## config.mk

```make
export PLATFORM = sky130hd
export DESIGN_NAME = mrd_decode
export DESIGN_NICKNAME = d
export VERILOG_FILES = /design/src/design/mrd_pkg.sv /design/src/design/mrd_base_slot.sv /design/src/design/mrd_decode.sv
export SDC_FILE = /design/constraint.sdc
export NUM_CORES = 1
export LEC_CHECK = 0
export BUFFER_PORTS_ARGS = -buffer_cell sky130_fd_sc_hd__buf_2
export CAP_MARGIN = 20
export CORE_MARGIN = 10
export CORE_UTILIZATION = 45
export DETAILED_ROUTE_END_ITERATION = 6
export PLACE_DENSITY = 0.71
export SYNTH_ARGS = -nofsm -noshare
export SYNTH_HDL_FRONTEND = slang
export SYNTH_SLANG_ARGS = --single-unit
export TNS_END_PERCENT = 30
```

## constraint.sdc

```tcl
create_clock -name clk_in -period 2.6 [get_ports clk_in]
set_input_delay 0.26 -clock clk_in [delete_from_list [all_inputs] [get_ports clk_in]]
set_output_delay 0.26 -clock clk_in [all_outputs]
set_load 0.03 [all_outputs]
```

## src/design/mrd_pkg.sv

```systemverilog
// Purpose: constants for the register-window relocation decoder
// Assumes: 42-bit real address, configuration ring shifted in serially during power-on
// Notes: offsets below are the local register port map of this block
package mrd_pkg;
  // ************************************************************
  // address and field widths
  // ************************************************************
  localparam int REAL_ADDR_W = 42;
  localparam int SYN_BASE_W = 19;
  localparam int ARCH_BASE_W = 30;
  localparam int IO_BASE_W = 22;
  localparam int NUM_SYN = 8;
  // ring order: 8 synergistic, main processor, memory ctrl, pervasive, io ctrl
  localparam int RING_LEN = NUM_SYN * SYN_BASE_W + 3 * ARCH_BASE_W + IO_BASE_W;
  localparam int NUM_UNITS = NUM_SYN + 4;
  localparam int UNIT_ID_W = 4;
  localparam logic [UNIT_ID_W-1:0] UNIT_MAIN = 4'h8;
  localparam logic [UNIT_ID_W-1:0] UNIT_MEM = 4'h9;
  localparam logic [UNIT_ID_W-1:0] UNIT_PRV = 4'hA;
  localparam logic [UNIT_ID_W-1:0] UNIT_IO = 4'hB;
  localparam logic [UNIT_ID_W-1:0] UNIT_NONE = 4'hF;
  // ************************************************************
  // privilege classes
  // ************************************************************
  localparam logic [1:0] PRIV_HYP = 2'h2;
  localparam logic [1:0] PRIV_OS = 2'h1;
  localparam logic [1:0] PRIV_APP = 2'h0;
  // ************************************************************
  // local register port map
  // ************************************************************
  localparam int REG_ADDR_W = 4;
  localparam logic [3:0] REG_STATUS = 4'h0;
  localparam logic [3:0] REG_SEL = 4'h1;
  localparam logic [3:0] REG_BASE = 4'h2;
  localparam logic [3:0] REG_HIT_CNT = 4'h3;
  localparam logic [31:0] RESET_SEL = 32'h0000_0000;
endpackage

```

## src/design/mrd_base_slot.sv

```systemverilog
// Purpose: one relocation base field, loaded from the ring, and its window compare
// Assumes: field sits at a fixed bit position of the shifted ring image
// Notes: compare is against the top W bits of the real address
`timescale 1ns/100ps
module mrd_base_slot #(
  parameter int W = 19,
  parameter int POS = 0,
  parameter int RLEN = 10,
  parameter int AW = 42
) (
  input wire logic clk_in,
  input wire logic reset_in,
  input wire logic load_in,
  input wire logic [RLEN-1:0] ring_in,
  input wire logic [AW-1:0] addr_in,
  output logic [W-1:0] base_out,
  output logic hit_out
);
  logic [W-1:0] base_r;
  // capture field when the ring has fully arrived
  always_ff @(posedge clk_in) begin
    if (reset_in) begin
      base_r <= '0;
    end else if (load_in) begin
      base_r <= ring_in[POS +: W];
    end
  end
  assign base_out = base_r;
  assign hit_out = (addr_in[AW-1 -: W] == base_r);
endmodule

```

## src/design/mrd_decode.sv

```systemverilog
// Purpose: register-window relocation and privilege classification of accesses
// Assumes: ring bits arrive serially from logic on clk_in; requests are one-cycle pulses
// Notes: requests before the ring load completes are answered as not claimed
`timescale 1ns/100ps
// Notes on behaviour
// - load every unit base from the ring during power-on, before decoding
// - base fields supply the top bits of the 42-bit real address
// - each of eight synergistic units has its own 19-bit base
// - main processor, memory controller, pervasive logic each have 30-bit bases
// - one 22-bit io controller base covers its shared group of units
// - hypervisor bit 1, problem bit 0 is the most-trusted state
// - both bits 0 is the operating-system privileged state
// - problem bit 1 is application state regardless of hypervisor bit
// - application-state access is not gated here; page tables do it
// - reserved register bits ignore writes and read as zero
module mrd_decode import mrd_pkg::*; (
  input wire logic clk_in,
  input wire logic reset_in,
  input wire logic ring_valid_in,
  input wire logic ring_bit_in,
  input wire logic req_valid_in,
  input wire logic [REAL_ADDR_W-1:0] req_addr_in,
  input wire logic hypervisor_state_bit_in,
  input wire logic problem_state_bit_in,
  input wire logic [REG_ADDR_W-1:0] reg_addr_in,
  input wire logic [31:0] reg_wdata_in,
  input wire logic reg_wr_in,
  input wire logic reg_rd_in,
  output logic [31:0] reg_rdata_out,
  output logic ready_out,
  output logic claim_valid_out,
  output logic [UNIT_ID_W-1:0] claim_unit_out,
  output logic [1:0] claim_priv_out,
  output logic miss_out
);
  // ************************************************************
  // power-on ring load
  // ************************************************************
  typedef enum logic [1:0] {ST_LOAD, ST_CAPTURE, ST_RUN} mrd_state_t;
  localparam int CNT_W = $clog2(RING_LEN + 1);
  localparam logic [CNT_W-1:0] RING_LAST = CNT_W'(RING_LEN - 1);
  mrd_state_t state_r;
  mrd_state_t state_nxt;
  logic [RING_LEN-1:0] ring_r;
  logic [CNT_W-1:0] bit_cnt_r;
  wire ring_done = ring_valid_in && (bit_cnt_r == RING_LAST);
  wire load_pulse = (state_r == ST_CAPTURE);
  wire running = (state_r == ST_RUN);
  // the decoder stays blind until every field is captured
  always_comb begin
    state_nxt = state_r;
    case (state_r)
      ST_LOAD: begin
        if (ring_done) begin
          state_nxt = ST_CAPTURE;
        end
      end
      ST_CAPTURE: state_nxt = ST_RUN;
      default: state_nxt = ST_RUN;
    endcase
  end
  // ring shifts in msb first; image index 0 ends as the last bit shifted
  always_ff @(posedge clk_in) begin
    if (reset_in) begin
      state_r <= ST_LOAD;
      ring_r <= '0;
      bit_cnt_r <= '0;
    end else begin
      state_r <= state_nxt;
      if (ring_valid_in && state_r == ST_LOAD) begin
        ring_r <= {ring_r[RING_LEN-2:0], ring_bit_in};
        bit_cnt_r <= bit_cnt_r + CNT_W'(1);
      end
    end
  end
  // ************************************************************
  // base slots and window compare
  // ************************************************************
  logic [NUM_UNITS-1:0] hit;
  logic [SYN_BASE_W-1:0] syn_base [NUM_SYN];
  logic [ARCH_BASE_W-1:0] arch_base [3];
  logic [IO_BASE_W-1:0] io_base;
  genvar gi;
  // eight synergistic slots of their own width
  generate
    for (gi = 0; gi < NUM_SYN; gi++) begin : g_syn
      mrd_base_slot #(.W(SYN_BASE_W), .POS(RING_LEN - (gi + 1) * SYN_BASE_W),
        .RLEN(RING_LEN), .AW(REAL_ADDR_W)) u_slot (
        .clk_in(clk_in),
        .reset_in(reset_in),
        .load_in(load_pulse),
        .ring_in(ring_r),
        .addr_in(req_addr_in),
        .base_out(syn_base[gi]),
        .hit_out(hit[gi])
      );
    end
    for (gi = 0; gi < 3; gi++) begin : g_arch
      mrd_base_slot #(.W(ARCH_BASE_W),
        .POS(IO_BASE_W + (2 - gi) * ARCH_BASE_W),
        .RLEN(RING_LEN), .AW(REAL_ADDR_W)) u_slot (
        .clk_in(clk_in),
        .reset_in(reset_in),
        .load_in(load_pulse),
        .ring_in(ring_r),
        .addr_in(req_addr_in),
        .base_out(arch_base[gi]),
        .hit_out(hit[NUM_SYN + gi])
      );
    end
  endgenerate
  // one shared io-controller slot for its group of units
  mrd_base_slot #(.W(IO_BASE_W), .POS(0), .RLEN(RING_LEN), .AW(REAL_ADDR_W)) u_io (
    .clk_in(clk_in),
    .reset_in(reset_in),
    .load_in(load_pulse),
    .ring_in(ring_r),
    .addr_in(req_addr_in),
    .base_out(io_base),
    .hit_out(hit[NUM_UNITS-1])
  );
  // windows nest, so the longer base (the narrower window) must win over a shorter one;
  // otherwise a common top value would hand every access to synergistic slot 0
  logic [UNIT_ID_W-1:0] hit_unit;
  always_comb begin
    hit_unit = UNIT_NONE;
    for (int i = NUM_SYN - 1; i >= 0; i--) begin
      if (hit[i]) begin
        hit_unit = UNIT_ID_W'(i);
      end
    end
    if (hit[NUM_UNITS-1]) begin
      hit_unit = UNIT_IO;
    end
    for (int i = NUM_UNITS - 2; i >= NUM_SYN; i--) begin
      if (hit[i]) begin
        hit_unit = UNIT_ID_W'(i);
      end
    end
  end
  // ************************************************************
  // privilege classification
  // ************************************************************
  // problem bit dominates; no gating of application accesses here
  wire [1:0] priv_class = problem_state_bit_in ? PRIV_APP :
    (hypervisor_state_bit_in ? PRIV_HYP : PRIV_OS);
  wire claim = req_valid_in && running && (hit_unit != UNIT_NONE);
  wire miss = req_valid_in && !(running && (hit_unit != UNIT_NONE));
  logic [15:0] hit_cnt_r;
  // answer one cycle after the request
  always_ff @(posedge clk_in) begin
    if (reset_in) begin
      claim_valid_out <= 1'b0;
      claim_unit_out <= UNIT_NONE;
      claim_priv_out <= PRIV_APP;
      miss_out <= 1'b0;
      ready_out <= 1'b0;
      hit_cnt_r <= '0;
    end else begin
      claim_valid_out <= claim;
      claim_unit_out <= claim ? hit_unit : UNIT_NONE;
      claim_priv_out <= req_valid_in ? priv_class : PRIV_APP;
      miss_out <= miss;
      ready_out <= running;
      if (claim) begin
        hit_cnt_r <= hit_cnt_r + 16'h0001;
      end
    end
  end
  // ************************************************************
  // register port
  // ************************************************************
  logic [3:0] sel_r;
  logic [31:0] base_view;
  // selected unit base shown right-justified; upper bits read zero
  always_comb begin
    base_view = 32'h0000_0000;
    if (sel_r < 4'(NUM_SYN)) begin
      base_view = {13'h0000, syn_base[sel_r[2:0]]};
    end else if (sel_r == UNIT_MAIN) begin
      base_view = {2'h0, arch_base[0]};
    end else if (sel_r == UNIT_MEM) begin
      base_view = {2'h0, arch_base[1]};
    end else if (sel_r == UNIT_PRV) begin
      base_view = {2'h0, arch_base[2]};
    end else if (sel_r == UNIT_IO) begin
      base_view = {10'h000, io_base};
    end
  end
  wire [31:0] rd_mux = (reg_addr_in == REG_STATUS) ? {30'h0, load_pulse, running} :
    (reg_addr_in == REG_SEL) ? {28'h0, sel_r} :
    (reg_addr_in == REG_BASE) ? base_view :
    (reg_addr_in == REG_HIT_CNT) ? {16'h0000, hit_cnt_r} : 32'h0000_0000;
  // only the unit-select field is writable; the rest is dropped
  always_ff @(posedge clk_in) begin
    if (reset_in) begin
      sel_r <= RESET_SEL[3:0];
      reg_rdata_out <= 32'h0000_0000;
    end else begin
      if (reg_wr_in && reg_addr_in == REG_SEL) begin
        sel_r <= reg_wdata_in[3:0];
      end
      reg_rdata_out <= reg_rd_in ? rd_mux : 32'h0000_0000;
    end
  end
  // ************************************************************
  // checks
  // ************************************************************
  no_claim_early_a: assert property (@(posedge clk_in) disable iff (reset_in)
    claim_valid_out |-> $past(running))
    else $error("claim before ring load finished");
  claim_match_a: assert property (@(posedge clk_in) disable iff (reset_in)
    (claim_valid_out && claim_unit_out < 4'(NUM_SYN)) |->
    ($past(req_addr_in[REAL_ADDR_W-1 -: SYN_BASE_W]) == syn_base[claim_unit_out[2:0]]))
    else $error("claimed window does not match base");
  io_match_a: assert property (@(posedge clk_in) disable iff (reset_in)
    (claim_valid_out && claim_unit_out == UNIT_IO) |->
    ($past(req_addr_in[REAL_ADDR_W-1 -: IO_BASE_W]) == io_base))
    else $error("io group claim mismatch");
  hyp_class_a: assert property (@(posedge clk_in) disable iff (reset_in)
    (req_valid_in && hypervisor_state_bit_in && !problem_state_bit_in) |=>
    (claim_priv_out == PRIV_HYP))
    else $error("hypervisor access misclassified");
  os_class_a: assert property (@(posedge clk_in) disable iff (reset_in)
    (req_valid_in && !hypervisor_state_bit_in && !problem_state_bit_in) |=>
    (claim_priv_out == PRIV_OS))
    else $error("os access misclassified");
  app_class_a: assert property (@(posedge clk_in) disable iff (reset_in)
    (req_valid_in && problem_state_bit_in) |=> (claim_priv_out == PRIV_APP))
    else $error("application access misclassified");
  app_not_gated_a: assert property (@(posedge clk_in) disable iff (reset_in)
    (req_valid_in && problem_state_bit_in && running && hit_unit != UNIT_NONE) |=>
    claim_valid_out)
    else $error("application access was gated");
  load_then_run_a: assert property (@(posedge clk_in) disable iff (reset_in)
    load_pulse |=> (running && syn_base[0] == $past(ring_r[RING_LEN-1 -: SYN_BASE_W])))
    else $error("synergistic base not captured");
  arch_load_a: assert property (@(posedge clk_in) disable iff (reset_in)
    load_pulse |=> (arch_base[0] == $past(ring_r[IO_BASE_W + 2 * ARCH_BASE_W +: ARCH_BASE_W])))
    else $error("main processor base not captured");
  sel_zero_top_a: assert property (@(posedge clk_in) disable iff (reset_in)
    (reg_rd_in && reg_addr_in == REG_SEL) |=> (reg_rdata_out[31:4] == 28'h0))
    else $error("reserved bits read nonzero");
  miss_excl_a: assert property (@(posedge clk_in) disable iff (reset_in)
    !(miss_out && claim_valid_out))
    else $error("claim and miss together");
endmodule

```

Word level (Yosys, flattened, before mapping)
Index checks and enable logic that the tools add are counted.
Widths: inputs -> output; s select.
Word-level totals
  input port bits: 87
  register bits after elaboration: 600
  word-level logic and storage cells: 102
Cells by class
  bitwise operators: 5
  multiplexer cells: 27
  order comparisons: 2
  reduce and logical (&&, ||, !) cells: 16
  add/subtract/negate cells: 2
  eq/ne operators: 24
Operators by type and width (count)
  $eq 19x19->1: 8
  $mux 30: 5
  $eq 30x30->1: 3
  $bmux 19 s3: 1
  $mux 4: 13
  $mux 19: 2
  $eq 22x22->1: 1
  $mux 22: 1
  $add 16x1->16 const B: 1
  $eq 4x4->1 const B: 4
  $mux 16: 1
  $add 9x1->9 const B: 1
  $eq 9x9->1 const B: 1
  $eq 4x2->1 const B: 2
  $mux 2: 4
  $logic_and 1x1->1: 7
  $reduce_or 2->1: 3
  $reduce_or 3->1: 2
  $eq 4x1->1 const B: 1
  $ge 4x4->1 const B: 1
  $logic_not 4->1: 1
  $lt 4x4->1 const B: 1
  $ne 4x4->1 const B: 1
  $not 1->1: 4
  7 further kinds: 7

Longest topological paths before layout
  depth after elaboration: 17
  gate-level depth with buffers: 10
  mapped depth without buffers: 8

Hierarchy
A second synthesis with hierarchy kept.
Unflattened totals
  cells, all modules: 2803
  area total of the unflattened synthesis: 25933.6 µm²
By module, submodules not included
  mrd_decode: sequential area each 6686.4 µm², area each 13792.0 µm², cells each 1604, times used 1
  mrd_base_slot (g_syn[0].u_slot ...): sequential area each 380.4 µm², area each 875.8 µm², cells each 86, times used 8
  mrd_base_slot (g_arch[0].u_slot ...): sequential area each 600.6 µm², area each 1373.8 µm², cells each 137, times used 3
  mrd_base_slot (u_io): sequential area each 440.4 µm², area each 1013.5 µm², cells each 100, times used 1

Worst setup path before layout
No wires, ideal clock.
  path type: input-to-reg
  start point: in req_addr_in[20]
  end point: reg hit_cnt_r[15]
  path slack: 0.349 ns
  cell stages on the path: 9
  arrival time: 2.130 ns
  buffers on the path: 1
  cells stage by stage: buf_1 > xnor2_1 > nand4_1 > nor4_1 > nand4_1 > nand4_4 > o31ai_4 > nor4_1 > mux2_2
Between the ends
  cells in the longest elaborated chain, start to end: 7
  elaborated cells between the ends (all ways): 10
RTL lines
  start: declaration: line mrd_decode.sv:22  | input wire logic [REAL_ADDR_W-1:0] req_addr_in,
  $eq 22x22->1: line mrd_base_slot.sv:29  | assign hit_out = (addr_in[AW-1 -: W] == base_r);
  $mux 4: line mrd_decode.sv:132  | if (hit[NUM_UNITS-1]) begin
  $mux 4 (2 in series): line mrd_decode.sv:136  | if (hit[i]) begin
  $mux 4 (*): line mrd_decode.sv:136
  $ne 4x4->1 (*): line mrd_decode.sv:147  | wire claim = req_valid_in && running && (hit_unit != UNIT_NONE);
  $logic_and 1x1->1 (*): line mrd_decode.sv:147
  end signal: assignment: line mrd_decode.sv:166  | hit_cnt_r <= hit_cnt_r + 16'h0001;
  end: declaration: line mrd_decode.sv:149  | logic [15:0] hit_cnt_r;
Mark *: on every way between the ends. The rest lies on a longest branch, timed or not.
A chain may end at the register's enable or synchronous reset.

Worst setup path in the final report
  start point: reg g_syn[4].u_slot.base_r[13]
  end point: reg hit_cnt_r[12]
Between the ends
  cells in the longest elaborated chain, start to end: 12
RTL lines
  start: declaration: line mrd_base_slot.sv:19  | logic [W-1:0] base_r;
  start signal: assignment: line mrd_base_slot.sv:25  | base_r <= ring_in[POS +: W];
  $eq 19x19->1: line mrd_base_slot.sv:29
  $mux 4 (5 in series): line mrd_decode.sv:128  | if (hit[i]) begin
  $mux 4: line mrd_decode.sv:132
  $mux 4 (3 in series): line mrd_decode.sv:136
  $ne 4x4->1: line mrd_decode.sv:147
  $logic_and 1x1->1: line mrd_decode.sv:147
Every way passes these cells.

==> impl_metrics.csv <==
group,metric,value,unit
clock_network,cts_buffer_depth,3,
finish,post-route-util,0.537,
clock_network,worstSkewPairLatency,0.62,ns
yosys,async_flop_share,0,
global_route,grt_pass1_wl,120000,um
global_route,grt.total_usage,0.225,
finish,final_cell_area,0.0302,mm2
global_route,antenna_found_initial,0,
route,wl_per_cell,19.1,um
clock_network,root_buffer,"clkbuf_16",
sta,relSlewSlack,0.447,
route,vias,22380,
finish,drive_gt1_frac,0.145,
global_route,grt_remaining_overflow,0,
route,drc,0,
clock_network,cts_sinks,598,
sta,final.setup.worst_slack,0.0654,ns
place,place_congestion,0.964,
pwr,ir_worst_vdd,0.511,mV
floorplanning,die_x,258,um
sta,final-setup-viol-count,0,
floorplanning,pin_count,128,
sta,hold_viol_final,0,
flow_run,max-cap-violations,0,
floorplanning,fp-row-count,87,
floorplanning,core_area,0.0563,mm2
yosys,synth-seq-cells,598,
yosys,synth_flop_cell,"dfxtp_1",
route,dr.pass1.iters,6,
yosys,netlist_instances,3147,
place,dpl.cell_count,3973,
worst_setup_path,crit_path_end_kind,"flip-flop",
route,drt-total-wl,78200,um
clock_network,h-tree-depth,2,
yosys,yosysSeqAreaShare,0.469,
finish,layout_commonest_cell,"nand2_1",
finish,area.growth.synth_to_final,18.3,%
floorplanning,initial_core_util,0.454,
finish,fin_nets,3376,
clock_network,clk_pin_slew_worst_paths,0.06,ns
yosys,synth_cell_types,56,
status,run_status,"finished clean",
clock_network,cts_inserted_buffers,59,
sta,skew,0.0185,ns
finish,stdcell_count,4091,
pwr,total_leakage_power,10.3,nW
finish,layout_common_cells,"nand2_1 (1103), dfxtp_1 (595), a21oi_1 (557)",
sta,worst_slew_pin_slew,0.826,ns
floorplanning,die_h,258,um
place,post-place-ws,-0.149,ns
worst_setup_path,path_class,"reg -> reg",
yosys,yosysTopAreaCell,"dfxtp_1",
clock_network,cts_tree,"yes",
hold_path,hold_path_class,"in -> reg",
worst_setup_path,cp-start-kind,"flip-flop",
floorplanning,fp.dieArea,0.0666,mm2
sta,finalCriticalPeriod,2.53,ns
worst_setup_path,worst_ep_arrival_time,3.08,ns
global_route,grt_pass1_vias,20312,
yosys,synth_edf_count,0,
yosys,synth_top_cell_area_share,0.469,
worst_setup_path,rrSetupSlack,0.07,ns
pwr,p_per_area,623,mW/mm2
sta,min_period_over_period,0.975,
yosys,ys_warn_count,0,
sta,slew_viol_final,0,
place,hpwl,54600,um
route,vias_per_cell,5.47,
yosys,synth.area.top_cells,"dfxtp_1 (47%), nand2_1 (16%), a21oi_1 (11%)",
yosys,syn_area,0.0255,mm2
sta,fmax,395,MHz
route,final_antenna_net_count,0,
yosys,synth_area_per_cell,8.11,um2
finish,n_antenna_cell,0,
worst_setup_path,cp.required,3.14,ns
place,portBuffers,85,
place,placed_cell_area,0.0280,mm2
worst_setup_path,worstPathMaxFanout,5,
route,drtIter0Drc,2537,
sta,setup_tns,0,ns
global_route,grt_max_degree,175,
[area by class of cell]
cell class	instances	area, um2
clock inverters	28	282
flip-flops and latches	598	12000
inverters	1	3.75
multi-input cells	2315	12700
repair buffers	312	2630
clock buffers	81	1690
well taps	756	946
fillers	5221	26100
[cell usage after synthesis (9+ instances only)]
cell type and instances:
nand2_1 1104, dfxtp_1 598, a21oi_1 560, clkbuf_1 191
xnor2_1 174, xor2_1 97, nand4_1 53, nor2_1 52
mux4_2 40, a22oi_1 36, nor4_1 29, o21ai_0 25
mux2i_1 24, buf_1 14, buf_6 13, nor2b_1 12
nand3_1 10, buf_4 9, nor3_1 9
[layer usage]
metal | share of wire | wire length (um) | GRT usage
met5 | 0 | 0 | 0
met3 | 0.084 | 6580 | 0.0356
met1 | 0.45 | 35300 | 0.326
met4 | 0.029 | 2260 | 0.0698
met2 | 0.44 | 34100 | 0.336
[worst max-delay path, cell delays in order (launching register included)]
cell      delay [ns]
dfxtp_1         0.37
xnor2_1         0.26
nand4_1         0.21
nor4_2          0.30
buf_4           0.15
a2bb2o_2        0.16
nand3b_4        0.18
o31ai_4         0.10
buf_6           0.13
or3_2           0.44
a21oi_1         0.15
[flip-flops by register name, summed over array words and instances (netlist names)]
| register | count |
|---|---|
| ring_r | 264 |
| sel_r | 4 |
| claim_priv_out | 2 |
| miss_out | 1 |
| reg_rdata_out | 30 |
| claim_valid_out | 1 |
| state_r | 2 |
| u_io.base_out | 22 |
| g_arch.u_slot.base_out | 90 |
| hit_cnt_r | 16 |
| g_syn.u_slot.base_out | 152 |
| ready_out | 1 |
| bit_cnt_r | 9 |
| claim_unit_out | 4 |
[cells by family after synthesis]
kind of cell,Yosys count,share of synthesized area
flip-flops,598,0.469
AND/OR/NAND/NOR,1319,0.213
AO/OA/AOI/OAI,652,0.136
buffers and inverters,235,0.0404
adder cells (fa/ha/maj),2,0.000980
XOR/XNOR,271,0.0930
other,1,0.000147
multiplexers,69,0.0469
[where the power goes]
part	switching, mW	internal, mW
combinational	0.607	0.322
sequential	0.00807	9.17
clock	3.68	5.03
[worst paths after layout]
kind / startpoint / to / depth (start not counted)
hold / removal: reg_addr_in[2] / reg_rdata_out[1]$_SDFF_PP0_ / 4
setup / recovery: g_syn[4].u_slot.base_out[13]$_SDFFE_PP0P_ / hit_cnt_r[12]$_SDFFE_PP0P_ / 10
setup reg to reg: g_syn[4].u_slot.base_out[13]$_SDFFE_PP0P_ / hit_cnt_r[12]$_SDFFE_PP0P_ / 10
hold reg to reg: ring_r[263]$_SDFFE_PP0P_ / g_syn[0].u_slot.base_out[18]$_SDFFE_PP0P_ / 2
[stage by stage]
stage | power (mW) | hold slack [ns]
after floorplan | 9.92 | 0.336
after global placement | 10.3 | 0.442
after detailed placement | 10.3 | 0.441
after CTS | 18.9 | 0.0170
after global routing | 19.3 | 0.0621
final | 18.8 | 0.0336
[repair_timing]
action,in CTS,in global routing
hold endpoints to repair,7,0
hold buffers,8,0
resized for setup,3,16
pin swaps,0,3
setup buffers,0,1
setup endpoints to repair,11,18
Power figures use the tool's default switching activity.
